$ cat src/rtl/asr_pkg.sv
// Purpose: constants for the host-side controller of a 512K x 16 asynchronous static RAM
// Assumes: 200 MHz system clock (5 ns period); slower speed grade timings used throughout
// Notes: every minimum time, and the lane release maximum, rounds up to whole cycles
package asr_pkg;
  // clock period in picoseconds
  localparam int CLK_PERIOD_PS = 5000;
  // word address and data widths
  localparam int ADDR_W = 19;
  localparam int DATA_W = 16;
  localparam int LANE_W = 8;
  // slower grade timing figures, in ns
  localparam int READ_CYCLE_MIN_NS = 55;
  localparam int ADDR_ACCESS_MAX_NS = 55;
  localparam int GATE_TO_VALID_MAX_NS = 25;
  localparam int LANE_TO_VALID_MAX_NS = 55;
  localparam int LANE_RELEASE_MAX_NS = 20;
  localparam int ADDR_SETUP_TO_END_NS = 40;
  localparam int LANE_LOW_TO_END_NS = 40;
  localparam int STROBE_PULSE_MIN_NS = 40;
  localparam int WDATA_SETUP_NS = 25;
  localparam int WDATA_HOLD_NS = 0;
  localparam int STROBE_TO_FLOAT_NS = 20;
  localparam int RETENTION_RECOVERY_NS = 55;
  // power-up wait, in us
  localparam int POWER_UP_WAIT_US = 200;
  // round a minimum time up to whole cycles, never below one
  function automatic int cyc_min(input int ns);
    int c;
    c = (ns * 1000 + CLK_PERIOD_PS - 1) / CLK_PERIOD_PS;
    return (c < 1) ? 1 : c;
  endfunction
  // read: address stable and gates low until data valid and cycle time met
  localparam int READ_WAIT_CYC = cyc_min(READ_CYCLE_MIN_NS);
  // lane or gate release before the bus can be driven again
  localparam int FLOAT_CYC = cyc_min(LANE_RELEASE_MAX_NS);
  // write strobe low time: larger of pulse and setup+float
  localparam int WR_SUM_NS = WDATA_SETUP_NS + STROBE_TO_FLOAT_NS;
  localparam int WR_PULSE_NS = (WR_SUM_NS > STROBE_PULSE_MIN_NS) ? WR_SUM_NS
                               : STROBE_PULSE_MIN_NS;
  localparam int WRITE_WAIT_CYC = cyc_min(WR_PULSE_NS);
  // data hold after strobe rises, at least one cycle
  localparam int WHOLD_CYC = cyc_min(WDATA_HOLD_NS);
  // recovery wait after retention
  localparam int RECOVER_CYC = cyc_min(RETENTION_RECOVERY_NS);
  // power-up count, 200 us at 5 ns = 40000 cycles
  localparam int POWER_UP_CYC = (POWER_UP_WAIT_US * 1000000) / CLK_PERIOD_PS;
  // counter width
  localparam int CNT_W = 16;
  // sequencer states
  typedef enum logic [2:0] {
    ST_POWERUP,
    ST_IDLE,
    ST_READ,
    ST_WRITE,
    ST_WHOLD,
    ST_FLOAT,
    ST_RETAIN,
    ST_RECOVER
  } asr_state_type;
endpackage

$ cat src/rtl/asr_timer.sv
// Purpose: down counter that flags when a loaded cycle count has elapsed
// Assumes: load and count on one clock
// Notes: done is high while the count stands at zero
`timescale 1ns/100ps
module asr_timer (
  input wire logic clk,
  input wire logic rst,
  input wire logic load,
  input wire logic [asr_pkg::CNT_W-1:0] value,
  output logic done
);
  // remaining cycles
  logic [asr_pkg::CNT_W-1:0] cnt_q;
  // load or count down to zero
  always_ff @(posedge clk or posedge rst) begin
    if (rst) begin
      cnt_q <= '0;
    end else if (load) begin
      cnt_q <= value;
    end else if (cnt_q != '0) begin
      cnt_q <= cnt_q - 1'b1;
    end
  end
  // elapsed flag
  assign done = (cnt_q == '0);
endmodule

$ cat src/rtl/asr_host.sv
// Purpose: host controller driving an asynchronous 512K x 16 static RAM by its pins
// Assumes: 200 MHz clock; slower grade figures; read data sampled on the same clock
// Notes on behaviour
// - write happens only while all selects active
// - write data stable 25 ns before end
// - read data valid after access; cycle spacing
// - write address stable 40 ns before end
// - address fixed from start to end
// - lane and strobe low 40 ns minimum
// - strobe pulse covers setup plus float
// - deselect by selects or both lanes high
// - wait recovery time after retention
// - wait 200 us after power-up
// - strobe high throughout every read
`timescale 1ns/100ps
module asr_host #(
  // power-up wait in cycles, shortened in simulation
  parameter int POWER_UP_CYCLES = asr_pkg::POWER_UP_CYC
) (
  input wire logic CLK,
  input wire logic SYS_RST,
  input wire logic REQ_VALID,
  output logic REQ_READY,
  input wire logic REQ_WRITE,
  input wire logic [asr_pkg::ADDR_W-1:0] REQ_ADDR,
  input wire logic [asr_pkg::DATA_W-1:0] REQ_WDATA,
  input wire logic [1:0] REQ_LANES,
  output logic RSP_VALID,
  output logic [asr_pkg::DATA_W-1:0] RSP_RDATA,
  input wire logic RETAIN_REQ,
  output logic RETAIN_ACK,
  output logic [asr_pkg::ADDR_W-1:0] MEM_ADDR,
  output logic SELECT_LOW_ACTIVE_N,
  output logic SELECT_HIGH_ACTIVE,
  output logic WRITE_STROBE_N,
  output logic READ_GATE_N,
  output logic UPPER_BYTE_GATE_N,
  output logic LOWER_BYTE_GATE_N,
  input wire logic [asr_pkg::DATA_W-1:0] MEM_DQ_IN,
  output logic [asr_pkg::DATA_W-1:0] MEM_DQ_OUT,
  output logic MEM_DQ_OE
);
  // sequencer state
  asr_pkg::asr_state_type state_q, state_d;
  // pin registers
  // word address, held from take to the next take
  logic [asr_pkg::ADDR_W-1:0] addr_q;
  // write data driven out and read data handed back
  logic [asr_pkg::DATA_W-1:0] wdata_q, rdata_q;
  // lanes of the access, bit 1 upper and bit 0 lower
  logic [1:0] lanes_q;
  // select, strobe, gate, data enable, answer and kind of access
  logic sel_q, we_q, oe_q, dq_oe_q, rsp_q, is_wr_q;
  // power-up wait counter, free of the shared timer
  logic [31:0] pwr_cnt_q;
  // high once the supply wait is over
  logic pwr_done;
  // three-stage synchroniser for the read data pins
  logic [asr_pkg::DATA_W-1:0] dq_s1_q, dq_s2_q, dq_s3_q;
  // retention request is synchronous to CLK
  // timer control
  // done is high while the count stands at zero
  logic tmr_load, tmr_done;
  logic [asr_pkg::CNT_W-1:0] tmr_value;
  // request accepted this cycle
  logic take;
  // decode of a retain request while idle
  logic go_retain;

  // lane mask decode, active low pins per lane
  // a set lane bit gives a low pin
  function automatic logic [1:0] lane_pins(input logic [1:0] lanes);
    return ~lanes;
  endfunction

  // cycle timer shared by every wait except the supply wait
  // it reads zero after reset, so it cannot time the supply wait
  // loads come from the next-state logic only
  asr_timer u_timer (
    .clk(CLK),
    .rst(SYS_RST),
    .load(tmr_load),
    .value(tmr_value),
    .done(tmr_done)
  );

  // handshakes
  // ready only when idle and no retention is asked
  assign REQ_READY = (state_q == asr_pkg::ST_IDLE) && !RETAIN_REQ;
  // a request with no lane enabled is left waiting
  assign take = REQ_VALID && REQ_READY && (REQ_LANES != 2'b00);
  // retention wins over a request in the same cycle
  assign go_retain = (state_q == asr_pkg::ST_IDLE) && RETAIN_REQ;

  // next state and timer loads
  // each wait loads one less, the loading edge counts as a cycle
  always_comb begin
    // defaults: stay, no load
    state_d = state_q;
    tmr_load = 1'b0;
    tmr_value = '0;
    case (state_q)
      asr_pkg::ST_POWERUP: begin
        // no access until the supply wait has elapsed
        if (pwr_done) begin
          state_d = asr_pkg::ST_IDLE;
        end
      end
      // idle: deselected, accept request or retention
      asr_pkg::ST_IDLE: begin
        if (go_retain) begin
          state_d = asr_pkg::ST_RETAIN;
        end else if (take && REQ_WRITE) begin
          state_d = asr_pkg::ST_WRITE;
          tmr_load = 1'b1;
          tmr_value = asr_pkg::CNT_W'(asr_pkg::WRITE_WAIT_CYC - 1);
        end else if (take) begin
          // gate and lanes fall together with the selects
          // read cycle spacing
          state_d = asr_pkg::ST_READ;
          tmr_load = 1'b1;
          tmr_value = asr_pkg::CNT_W'(asr_pkg::READ_WAIT_CYC - 1);
        end
      end
      // read: wait the read cycle time, no synchroniser cycles added
      // read data settles in the synchroniser meanwhile
      asr_pkg::ST_READ: begin
        if (tmr_done) begin
          state_d = asr_pkg::ST_FLOAT;
          tmr_load = 1'b1;
          tmr_value = asr_pkg::CNT_W'(asr_pkg::FLOAT_CYC - 1);
        end
      end
      // write: strobe low for the pulse time
      asr_pkg::ST_WRITE: begin
        if (tmr_done) begin
          state_d = asr_pkg::ST_WHOLD;
          tmr_load = 1'b1;
          tmr_value = asr_pkg::CNT_W'(asr_pkg::WHOLD_CYC - 1);
        end
      end
      // write end: strobe high, data and address held
      // one cycle with strobe high covers the zero data hold
      asr_pkg::ST_WHOLD: begin
        if (tmr_done) begin
          state_d = asr_pkg::ST_IDLE;
        end
      end
      // bus release after a read
      // four cycles cover the lane release time
      asr_pkg::ST_FLOAT: begin
        if (tmr_done) begin
          state_d = asr_pkg::ST_IDLE;
        end
      end
      // retention: deselected until request drops
      // pins stay deselected while parked here
      asr_pkg::ST_RETAIN: begin
        if (!RETAIN_REQ) begin
          state_d = asr_pkg::ST_RECOVER;
          tmr_load = 1'b1;
          tmr_value = asr_pkg::CNT_W'(asr_pkg::RECOVER_CYC - 1);
        end
      end
      // recovery before any access
      // eleven cycles cover the recovery time
      asr_pkg::ST_RECOVER: begin
        if (tmr_done) begin
          state_d = asr_pkg::ST_IDLE;
        end
      end
      // unused codes fall back to idle
      default: begin
        state_d = asr_pkg::ST_IDLE;
      end
    endcase
  end

  // state register; reset enters the power-up state
  // the sequencer waits out the supply time first
  always_ff @(posedge CLK or posedge SYS_RST) begin
    if (SYS_RST) begin
      state_q <= asr_pkg::ST_POWERUP;
    end else begin
      state_q <= state_d;
    end
  end

  // power-up timer runs off its own count
  // the count stops once the wait is met, so it never wraps
  assign pwr_done = (pwr_cnt_q >= 32'(POWER_UP_CYCLES));
  always_ff @(posedge CLK or posedge SYS_RST) begin
    if (SYS_RST) begin
      pwr_cnt_q <= '0;
    end else if (!pwr_done) begin
      pwr_cnt_q <= pwr_cnt_q + 32'h1;
    end
  end

  // address, data and lane capture on request
  // lanes and kind are kept for the whole access
  always_ff @(posedge CLK or posedge SYS_RST) begin
    if (SYS_RST) begin
      addr_q <= '0;
      wdata_q <= '0;
      lanes_q <= 2'b00;
      is_wr_q <= 1'b0;
    end else if (take) begin
      addr_q <= REQ_ADDR;
      wdata_q <= REQ_WDATA;
      lanes_q <= REQ_LANES;
      is_wr_q <= REQ_WRITE;
    end
  end

  // control pins, registered
  // every pin follows the next state, so all move on one edge
  // strobe, selects and lanes thus end a write together
  always_ff @(posedge CLK or posedge SYS_RST) begin
    if (SYS_RST) begin
      sel_q <= 1'b0;
      we_q <= 1'b0;
      oe_q <= 1'b0;
      dq_oe_q <= 1'b0;
    end else begin
      sel_q <= (state_d == asr_pkg::ST_READ) || (state_d == asr_pkg::ST_WRITE);
      // strobe low only in write pulse
      we_q <= (state_d == asr_pkg::ST_WRITE);
      oe_q <= (state_d == asr_pkg::ST_READ);
      // drive data through write and hold
      dq_oe_q <= (state_d == asr_pkg::ST_WRITE) || (state_d == asr_pkg::ST_WHOLD);
    end
  end

  // read data synchroniser, three stages
  // only the second and third stages are compared downstream
  always_ff @(posedge CLK or posedge SYS_RST) begin
    if (SYS_RST) begin
      dq_s1_q <= '0;
      dq_s2_q <= '0;
      dq_s3_q <= '0;
    end else begin
      dq_s1_q <= MEM_DQ_IN;
      dq_s2_q <= dq_s1_q;
      dq_s3_q <= dq_s2_q;
    end
  end

  // read capture at end of read cycle
  always_ff @(posedge CLK or posedge SYS_RST) begin
    if (SYS_RST) begin
      rdata_q <= '0;
      rsp_q <= 1'b0;
    end else begin
      // sample after valid delay
      // answer pulse lasts one cycle
      rsp_q <= (state_q == asr_pkg::ST_READ) && tmr_done;
      // a word still settling on the pins is not taken
      if ((state_q == asr_pkg::ST_READ) && tmr_done && (dq_s2_q == dq_s3_q)) begin
        rdata_q <= {lanes_q[1] ? dq_s3_q[15:8] : 8'h00, lanes_q[0] ? dq_s3_q[7:0] : 8'h00};
      end
    end
  end

  // pin outputs
  // address straight from its register
  assign MEM_ADDR = addr_q;
  // both selects from one flip-flop, so they never disagree
  assign SELECT_LOW_ACTIVE_N = ~sel_q;
  assign SELECT_HIGH_ACTIVE = sel_q;
  // strobe and gate are active low
  assign WRITE_STROBE_N = ~we_q;
  assign READ_GATE_N = ~oe_q;
  assign {UPPER_BYTE_GATE_N, LOWER_BYTE_GATE_N} = sel_q ? lane_pins(lanes_q) : 2'b11;
  // write data from its register, driven only for writes
  assign MEM_DQ_OUT = wdata_q;
  assign MEM_DQ_OE = dq_oe_q && is_wr_q;
  // answer and data from flip-flops
  assign RSP_VALID = rsp_q;
  assign RSP_RDATA = rdata_q;
  // retention seen while the sequencer parks there
  assign RETAIN_ACK = (state_q == asr_pkg::ST_RETAIN);
endmodule

$ cat config.mk
export PLATFORM = sky130hd
export DESIGN_NAME = asr_host
export DESIGN_NICKNAME = d
export VERILOG_FILES = /design/src/rtl/asr_pkg.sv /design/src/rtl/asr_timer.sv /design/src/rtl/asr_host.sv
export SDC_FILE = /design/constraint.sdc
export NUM_CORES = 1
export LEC_CHECK = 0
export BUFFER_PORTS_ARGS = -buffer_cell sky130_fd_sc_hd__buf_4
export CORE_ASPECT_RATIO = 2
export CORE_MARGIN = 2
export CORE_UTILIZATION = 45
export DETAILED_ROUTE_END_ITERATION = 7
export PLACE_DENSITY = 0.7
export SYNTH_ARGS = -nofsm -noshare
export SYNTH_HDL_FRONTEND = slang
export SYNTH_SLANG_ARGS = --single-unit
$ cat constraint.sdc
create_clock -name CLK -period 5 [get_ports CLK]
set_clock_uncertainty 0.15 [all_clocks]
set_input_delay 1 -clock CLK [delete_from_list [all_inputs] [get_ports CLK]]
set_output_delay 1 -clock CLK [all_outputs]
set_load 0.005 [all_outputs]
==> reports/metrics.cfg, run 1 <==
[setup_path]
cpMaxStageDelayCell=o21ai_1
cp_max_fo=16
slowest_delay_ns=1.01
regToRegStartpoint=u_timer.cnt_q[0]$_DFFE_PP0P_
crit_path_end_kind=flop
start_kind=flop
cp.arrival_ns=3.53
worstPathCellList=inv_1 -> ha_1 -> nor4b_1 -> nand4_1 -> o21ai_1 -> a21oi_1 -> o21a_1
crit_type=reg2reg
rr_worst_depth=7
critPathLaunch=u_timer.cnt_q[0]$_DFFE_PP0P_
cp.required_ns=5.16

[final_layout]
antenna_cells=0
multi_input_area_mm2=0.00188
fillers=1072
stdcell_count=745
area_growth_pct=26.0
fin_nets=641
regArea_mm2=0.00395
drive_gt1_share_pct=32.5

[yosys]
ys_types=46
ys_ff_latch=158
ys.flop_type=dfrtp_1
ys.warnings.count=0
syn_nets=531
synth_cells=470
synth_edf_count=0
syn_area_per_cell_um2=12.8
synth_seq_area_share_pct=65.5
netlist_area_mm2=0.00603
synth-async-reset-ratio_pct=100

[route]
wirelength_mm=12.1
first_pass_iters=8
via_count=3780
drt_iter0_drc=203
viasPerCell=5.07
drc=2
detail-route-antenna-nets=0
routedWlPerCell_um=16.2

[power_and_ir_drop]
switching_share_pct=28.7
ir_drop_uv=331
combPwrFrac_pct=19.7
p_switching_mw=1.05
p_clk_share_pct=33.9
intPower_mw=2.61
power_frac_seq_pct=46.5
leakage_nw=3.74
power_density_mw_per_mm2=481

[global_route]
antenna_found_initial=0
grt_pass1_vias=4186
overflow=0
grt.total_usage_pct=18.1
grt_pass1_wl_mm=20.1
grt_max_degree=159

[clock_network]
cts.sinks=158
clockBufferDepth=2
cts_setup_buffers=0
clkTransAtPathRegs_ns=0.07
cts_buffers=17
cts_tree=yes
insertion_delay_ns=0.42
root_buffer=clkbuf_16
holdBufCountCts=0
h-tree-depth=4
ctsResizeCount=0

[outcome]
outcome=finished with violations
violations=design-rule violations

[floorplan]
core.rowCount=59
core_area_mm2=0.0131
io_pins=119
dieArea_mm2=0.0144
dieHeight_um=168
start_util_pct=46.2
die_x_um=85.9

[timing]
tns_ns=0
rsz0062_at_grt=no
setup_viol=0
clock.fmax_mhz=297
hold_viol=0
relSlewSlack_pct=25.5
fin_crit_sh_pct=67.3
worst_pin_slew_ns=1.11
period_needed_ns=3.37
maxSlewViolCount=0

[hold_path]
hp-start=dq_s1_q[13]$_DFF_PP0_
hold_depth=0
hp-class=reg2reg

[place]
dp_cells=713
place.gp.congestion=0.800
hpwl_mm=8.55
io_buffer_count=118

[flow_run]
maxCapViolations=0

==> cells in the mapped netlist (3+ instances only) <==
| library cell | instances | area share [%] |
|---|---|---|
| xor2_1 | 25 | 3.6 |
| dfrtp_1 | 158 | 66 |
| inv_1 | 25 | 1.6 |
| nand3_1 | 10 | 0.83 |
| nand2b_1 | 4 | 0.41 |
| or3_1 | 5 | 0.52 |
| or4_1 | 7 | 0.87 |
| nor4_1 | 12 | 1.2 |
| nor2b_1 | 6 | 0.62 |
| mux2_2 | 35 | 6.5 |
| and2_1 | 4 | 0.41 |
| nor3_1 | 8 | 0.66 |
| mux2i_1 | 16 | 2.7 |
| clkbuf_1 | 26 | 1.6 |
| o21ai_0 | 7 | 0.58 |
| ha_1 | 3 | 0.62 |
| nand2_1 | 37 | 2.3 |
| nor2_1 | 17 | 1.1 |
| xnor2_1 | 16 | 2.3 |
| nand4_1 | 7 | 0.73 |
| a21oi_1 | 7 | 0.58 |
| and3_1 | 6 | 0.62 |
==> layout by cell type, fill, tap and decap left out, types with 4 or more instances in the layout <==
cell type  netlist  layout
nor2b_1          6       6
or3_1            5       5
a21oi_1          7       7
clkbuf_16        0      17
mux2_2          35      35
nor2_1          17      17
or4_1            7       7
nor3_1           8       8
nor4_1          12      12
and2_1           4       4
buf_4            1     119
xnor2_1         16      16
nand2b_1         4       4
nand4_1          7       7
inv_1           25      24
and3_1           6       6
mux2i_1         16      16
nand3_1         10       9
nand2_1         37      37
o21ai_0          7       7
xor2_1          25      25
dfrtp_1        158     158
inv_6            0       5
==> metal layers <==
metal / global-route usage, % / share of wire (%)
met4: 8.63 / 2.8
met5: 0 / 0
met2: 32.0 / 56
met3: 4.48 / 4.0
met1: 19.7 / 37
==> flip-flops by register name, summed over array words and instances, names as in the netlist <==
name                flops
RSP_VALID               1
u_timer.cnt_q          16
we_q                    1
RSP_RDATA              16
oe_q                    1
SELECT_HIGH_ACTIVE      1
dq_oe_q                 1
state_q                 3
is_wr_q                 1
dq_s2_q                16
lanes_q                 2
dq_s1_q                16
MEM_DQ_OUT             16
dq_s3_q                16
pwr_cnt_q              32
MEM_ADDR               19
==> power groups by stage <==
stage	clock [mW]	combinational [mW]	sequential, mW
2_1_floorplan	0	0.390	1.67
3_3_place_gp	0	0.707	1.70
3_5_place_dp	0	0.728	1.72
4_1_cts	1.26	0.732	1.70
5_1_grt	1.32	0.794	1.73
6_report	1.24	0.718	1.70
==> through the flow <==
step | worst slack (ns) | util (%) | power (mW) | hold slack (ns) | area (µm²)
after floorplan | 1.85 | - | 2.06 | 0.181 | 6040
after global placement | 1.92 | 53.8 | 2.41 | 0.184 | 7030
after detailed placement | 1.77 | 53.8 | 2.45 | 0.186 | 7030
after CTS | 1.74 | 58.2 | 3.69 | 0.191 | 7600
after global routing | 1.40 | 58.2 | 3.84 | 0.198 | 7600
final | 1.63 | 58.2 | 3.65 | 0.192 | 7600
==> worst paths after layout <==
check                                               end  slack, ns
min in group asynchronous         dq_s1_q[14]$_DFF_PP0_       0.66
setup reg to reg           u_timer.cnt_q[0]$_DFFE_PP0P_       1.63
hold / removal                    dq_s2_q[13]$_DFF_PP0_       0.19
setup / recovery           u_timer.cnt_q[0]$_DFFE_PP0P_       1.63
max in group asynchronous      pwr_cnt_q[3]$_DFFE_PP0N_       3.44
hold reg to reg                   dq_s2_q[13]$_DFF_PP0_       0.19
==> critical path, delay by kind of cell (launching register included) <==
family                   cells  cell delay [ns]
buffers and inverters        1             0.08
AO/OA/AOI/OAI                3             1.36
flip-flops                   1             0.40
AND/OR/NAND/NOR              2             1.09
adder cells (fa/ha/maj)      1             0.19
==> logic make-up (layout without fill, tap and decap cells) <==
family,count (synthesis),after routing,share of synthesized area (%)
compound gates,26,26,2.72
xor+xnor,41,41,5.95
fa+ha+maj,3,3,0.622
buf+inv,54,177,3.44
flops,158,158,65.5
mux,51,51,9.19
simple gates,137,137,12.5
==> cell type report <==
class                      instances  area share, %
clock buffer                      19           5.96
clock inverter                    13           1.56
inverter                          25           1.28
multi-input combinational        258           24.7
sequential                       158           52.0
tap                              152           2.50
timing repair buffer             120           12.0
(Power assumes the default switching activity.)
==> inputs of run 2 (changes only) <==
--- a/config.mk
+++ b/config.mk
@@ -10,7 +10,7 @@
 export CORE_MARGIN = 2
 export CORE_UTILIZATION = 45
 export DETAILED_ROUTE_END_ITERATION = 7
-export PLACE_DENSITY = 0.7
+export PLACE_DENSITY = 0.67
 export SYNTH_ARGS = -nofsm -noshare
 export SYNTH_HDL_FRONTEND = slang
 export SYNTH_SLANG_ARGS = --single-unit
==> constraint.sdc (replaced) <==
create_clock -name CLK -period 3.3 [get_ports CLK]
set_clock_uncertainty 0.15 [all_clocks]
set_input_delay 0.66 -clock CLK [delete_from_list [all_inputs] [get_ports CLK]]
set_output_delay 0.66 -clock CLK [all_outputs]
set_load 0.005 [all_outputs]
==> run 2 against run 1 <==
Sequential share of layout area shrank 0.75 points. The flow still finishes with violations (design-rule violations). First-iteration DRC count grew 12%. Critical path depth grew 1. Core utilization rose by 0.85 points. Worst hold slack worse by 0.069 ns. Sequential power rose by 51%.
==> reports/metrics.cfg, run 2 (same netlist as run 1, synthesis figures left out) <==
[floorplan]
core_area_mm2=0.0131
dieArea_mm2=0.0144
dieHeight_um=168
io_pins=119
start_util_pct=46.2
core.rowCount=59
die_x_um=85.9

[place]
io_buffer_count=118
place_ws_ns=0.638
dp_cells=720
place_area_mm2=0.00710
place.gp.congestion=0.837
hpwl_mm=8.73

[final_layout]
final_cell_mix=dfrtp_1, buf_4, nand2_1
drive_gt1_share_pct=33.2
fin_nets=648
stdcell_count=751
antenna_cells=0
top_register=pwr_cnt_q
largest_reg_flops=32
final_common_cell=dfrtp_1
finish.utilization_pct=59.0
area_growth_pct=27.9
fin_area_mm2=0.00771

[hold_path]
hp-class=in2async

[global_route]
grt.total_usage_pct=18.5
grt_pass1_wl_mm=20.6
overflow=0
antenna_found_initial=0
grt_pass1_vias=4223
grt_max_degree=91

[clock_network]
clkTransAtPathRegs_ns=0.07
root_buffer=clkbuf_16
cts.sinks=158
insertion_delay_ns=0.41
cts_buffers=17
clockBufferDepth=2
holdBufCountCts=0
h-tree-depth=4
cts_setup_buffers=0
ctsResizeCount=0
cts_tree=yes

[setup_path]
cp_max_fo=16
worstPathCellList=inv_1 -> ha_1 -> nor4b_1 -> and4b_1 -> nand2_1 -> nor4_4 -> buf_4 -> mux2i_1
crit_type=reg2reg
cpMaxStageDelayCell=nor4b_1
cp.required_ns=3.48
crit_path_end_kind=flop
cp.arrival_ns=2.91
start_kind=flop
slowest_delay_ns=0.56

[route]
drc=2
first_pass_iters=8
wirelength_mm=12.3
viasPerCell=5.15
drt_iter0_drc=227
detail-route-antenna-nets=0
via_count=3868
routedWlPerCell_um=16.3

[timing]
period_needed_ns=2.72
fin_crit_sh_pct=82.6
clock.fmax_mhz=367
worst_pin_slew_ns=0.716
tns_ns=0
rsz0062_at_grt=no
setup_viol=0
relSlewSlack_pct=51.9
hold_viol=0
fin_ws_ns=0.576
maxSlewViolCount=0

[power_and_ir_drop]
leakage_nw=3.80
ir_drop_uv=394
power_density_mw_per_mm2=742

[outcome]
outcome=finished with violations
violations=design-rule violations

[flow_run]
maxCapViolations=0

run 2: cell types whose count changed in the layout (fill, tap and decap cells not counted), sizes merged:
| cell | previous run | this run |
|---|---|---|
| buf | 120 | 127 |
| bufinv | 0 | 3 |
| clkbuf | 19 | 17 |
| clkinv | 3 | 1 |
| clkinvlp | 3 | 2 |
| inv | 32 | 33 |
run 2: critical path, delay by kind of cell, from the launching register on:
family / cells / cell delay (ns)
simple gates: 4 / 1.25
mux: 1 / 0.23
fa+ha+maj: 1 / 0.21
flops: 1 / 0.39
buf+inv: 2 / 0.41
run 2: worst paths after layout:
kind	endpoint	startpoint	cells after the start	slack [ns]
setup / recovery	RSP_RDATA[9]$_DFFE_PP0P_	u_timer.cnt_q[0]$_DFFE_PP0P_	8	0.58
hold / removal	dq_s3_q[10]$_DFF_PP0_	SYS_RST	2	0.12
setup reg to reg	RSP_RDATA[9]$_DFFE_PP0P_	u_timer.cnt_q[0]$_DFFE_PP0P_	8	0.58
hold reg to reg	dq_s2_q[9]$_DFF_PP0_	dq_s1_q[9]$_DFF_PP0_	0	0.19
max in group asynchronous	pwr_cnt_q[8]$_DFFE_PP0N_	SYS_RST	3	2.05
min in group CLK	dq_s2_q[9]$_DFF_PP0_	dq_s1_q[9]$_DFF_PP0_	0	0.19
run 2: final cells by class:
class                      count  area (µm²)
multi-input combinational    258        1880
clock buffer                  17         425
inverter                      25        97.6
tap                          152         190
fill                        1027        5350
timing repair buffer         127         978
clock inverter                14         193
sequential                   158        3950
run 2: where the power goes:
part / switching (mW) / internal (mW)
clock network: 0.827 / 1.22
logic: 0.461 / 0.646
registers: 0.290 / 2.29
run 2: routing by layer:
metal	share of wire (%)	wire length, µm	vias up	track usage [%]
li1	-	-	1806	-
met4	3.6	444	0	9.59
met1	37	4500	1926	19.9
met3	3.8	464	26	4.68
met2	56	6870	110	32.5
met5	0	0	-	0
run 2: through the flow:
stage,hold slack [ns],power [mW]
2_1_floorplan,0.181,3.12
3_3_place_gp,0.183,3.67
3_5_place_dp,0.185,3.72
4_1_cts,0.118,5.78
5_1_grt,0.130,6.03
6_report,0.124,5.73
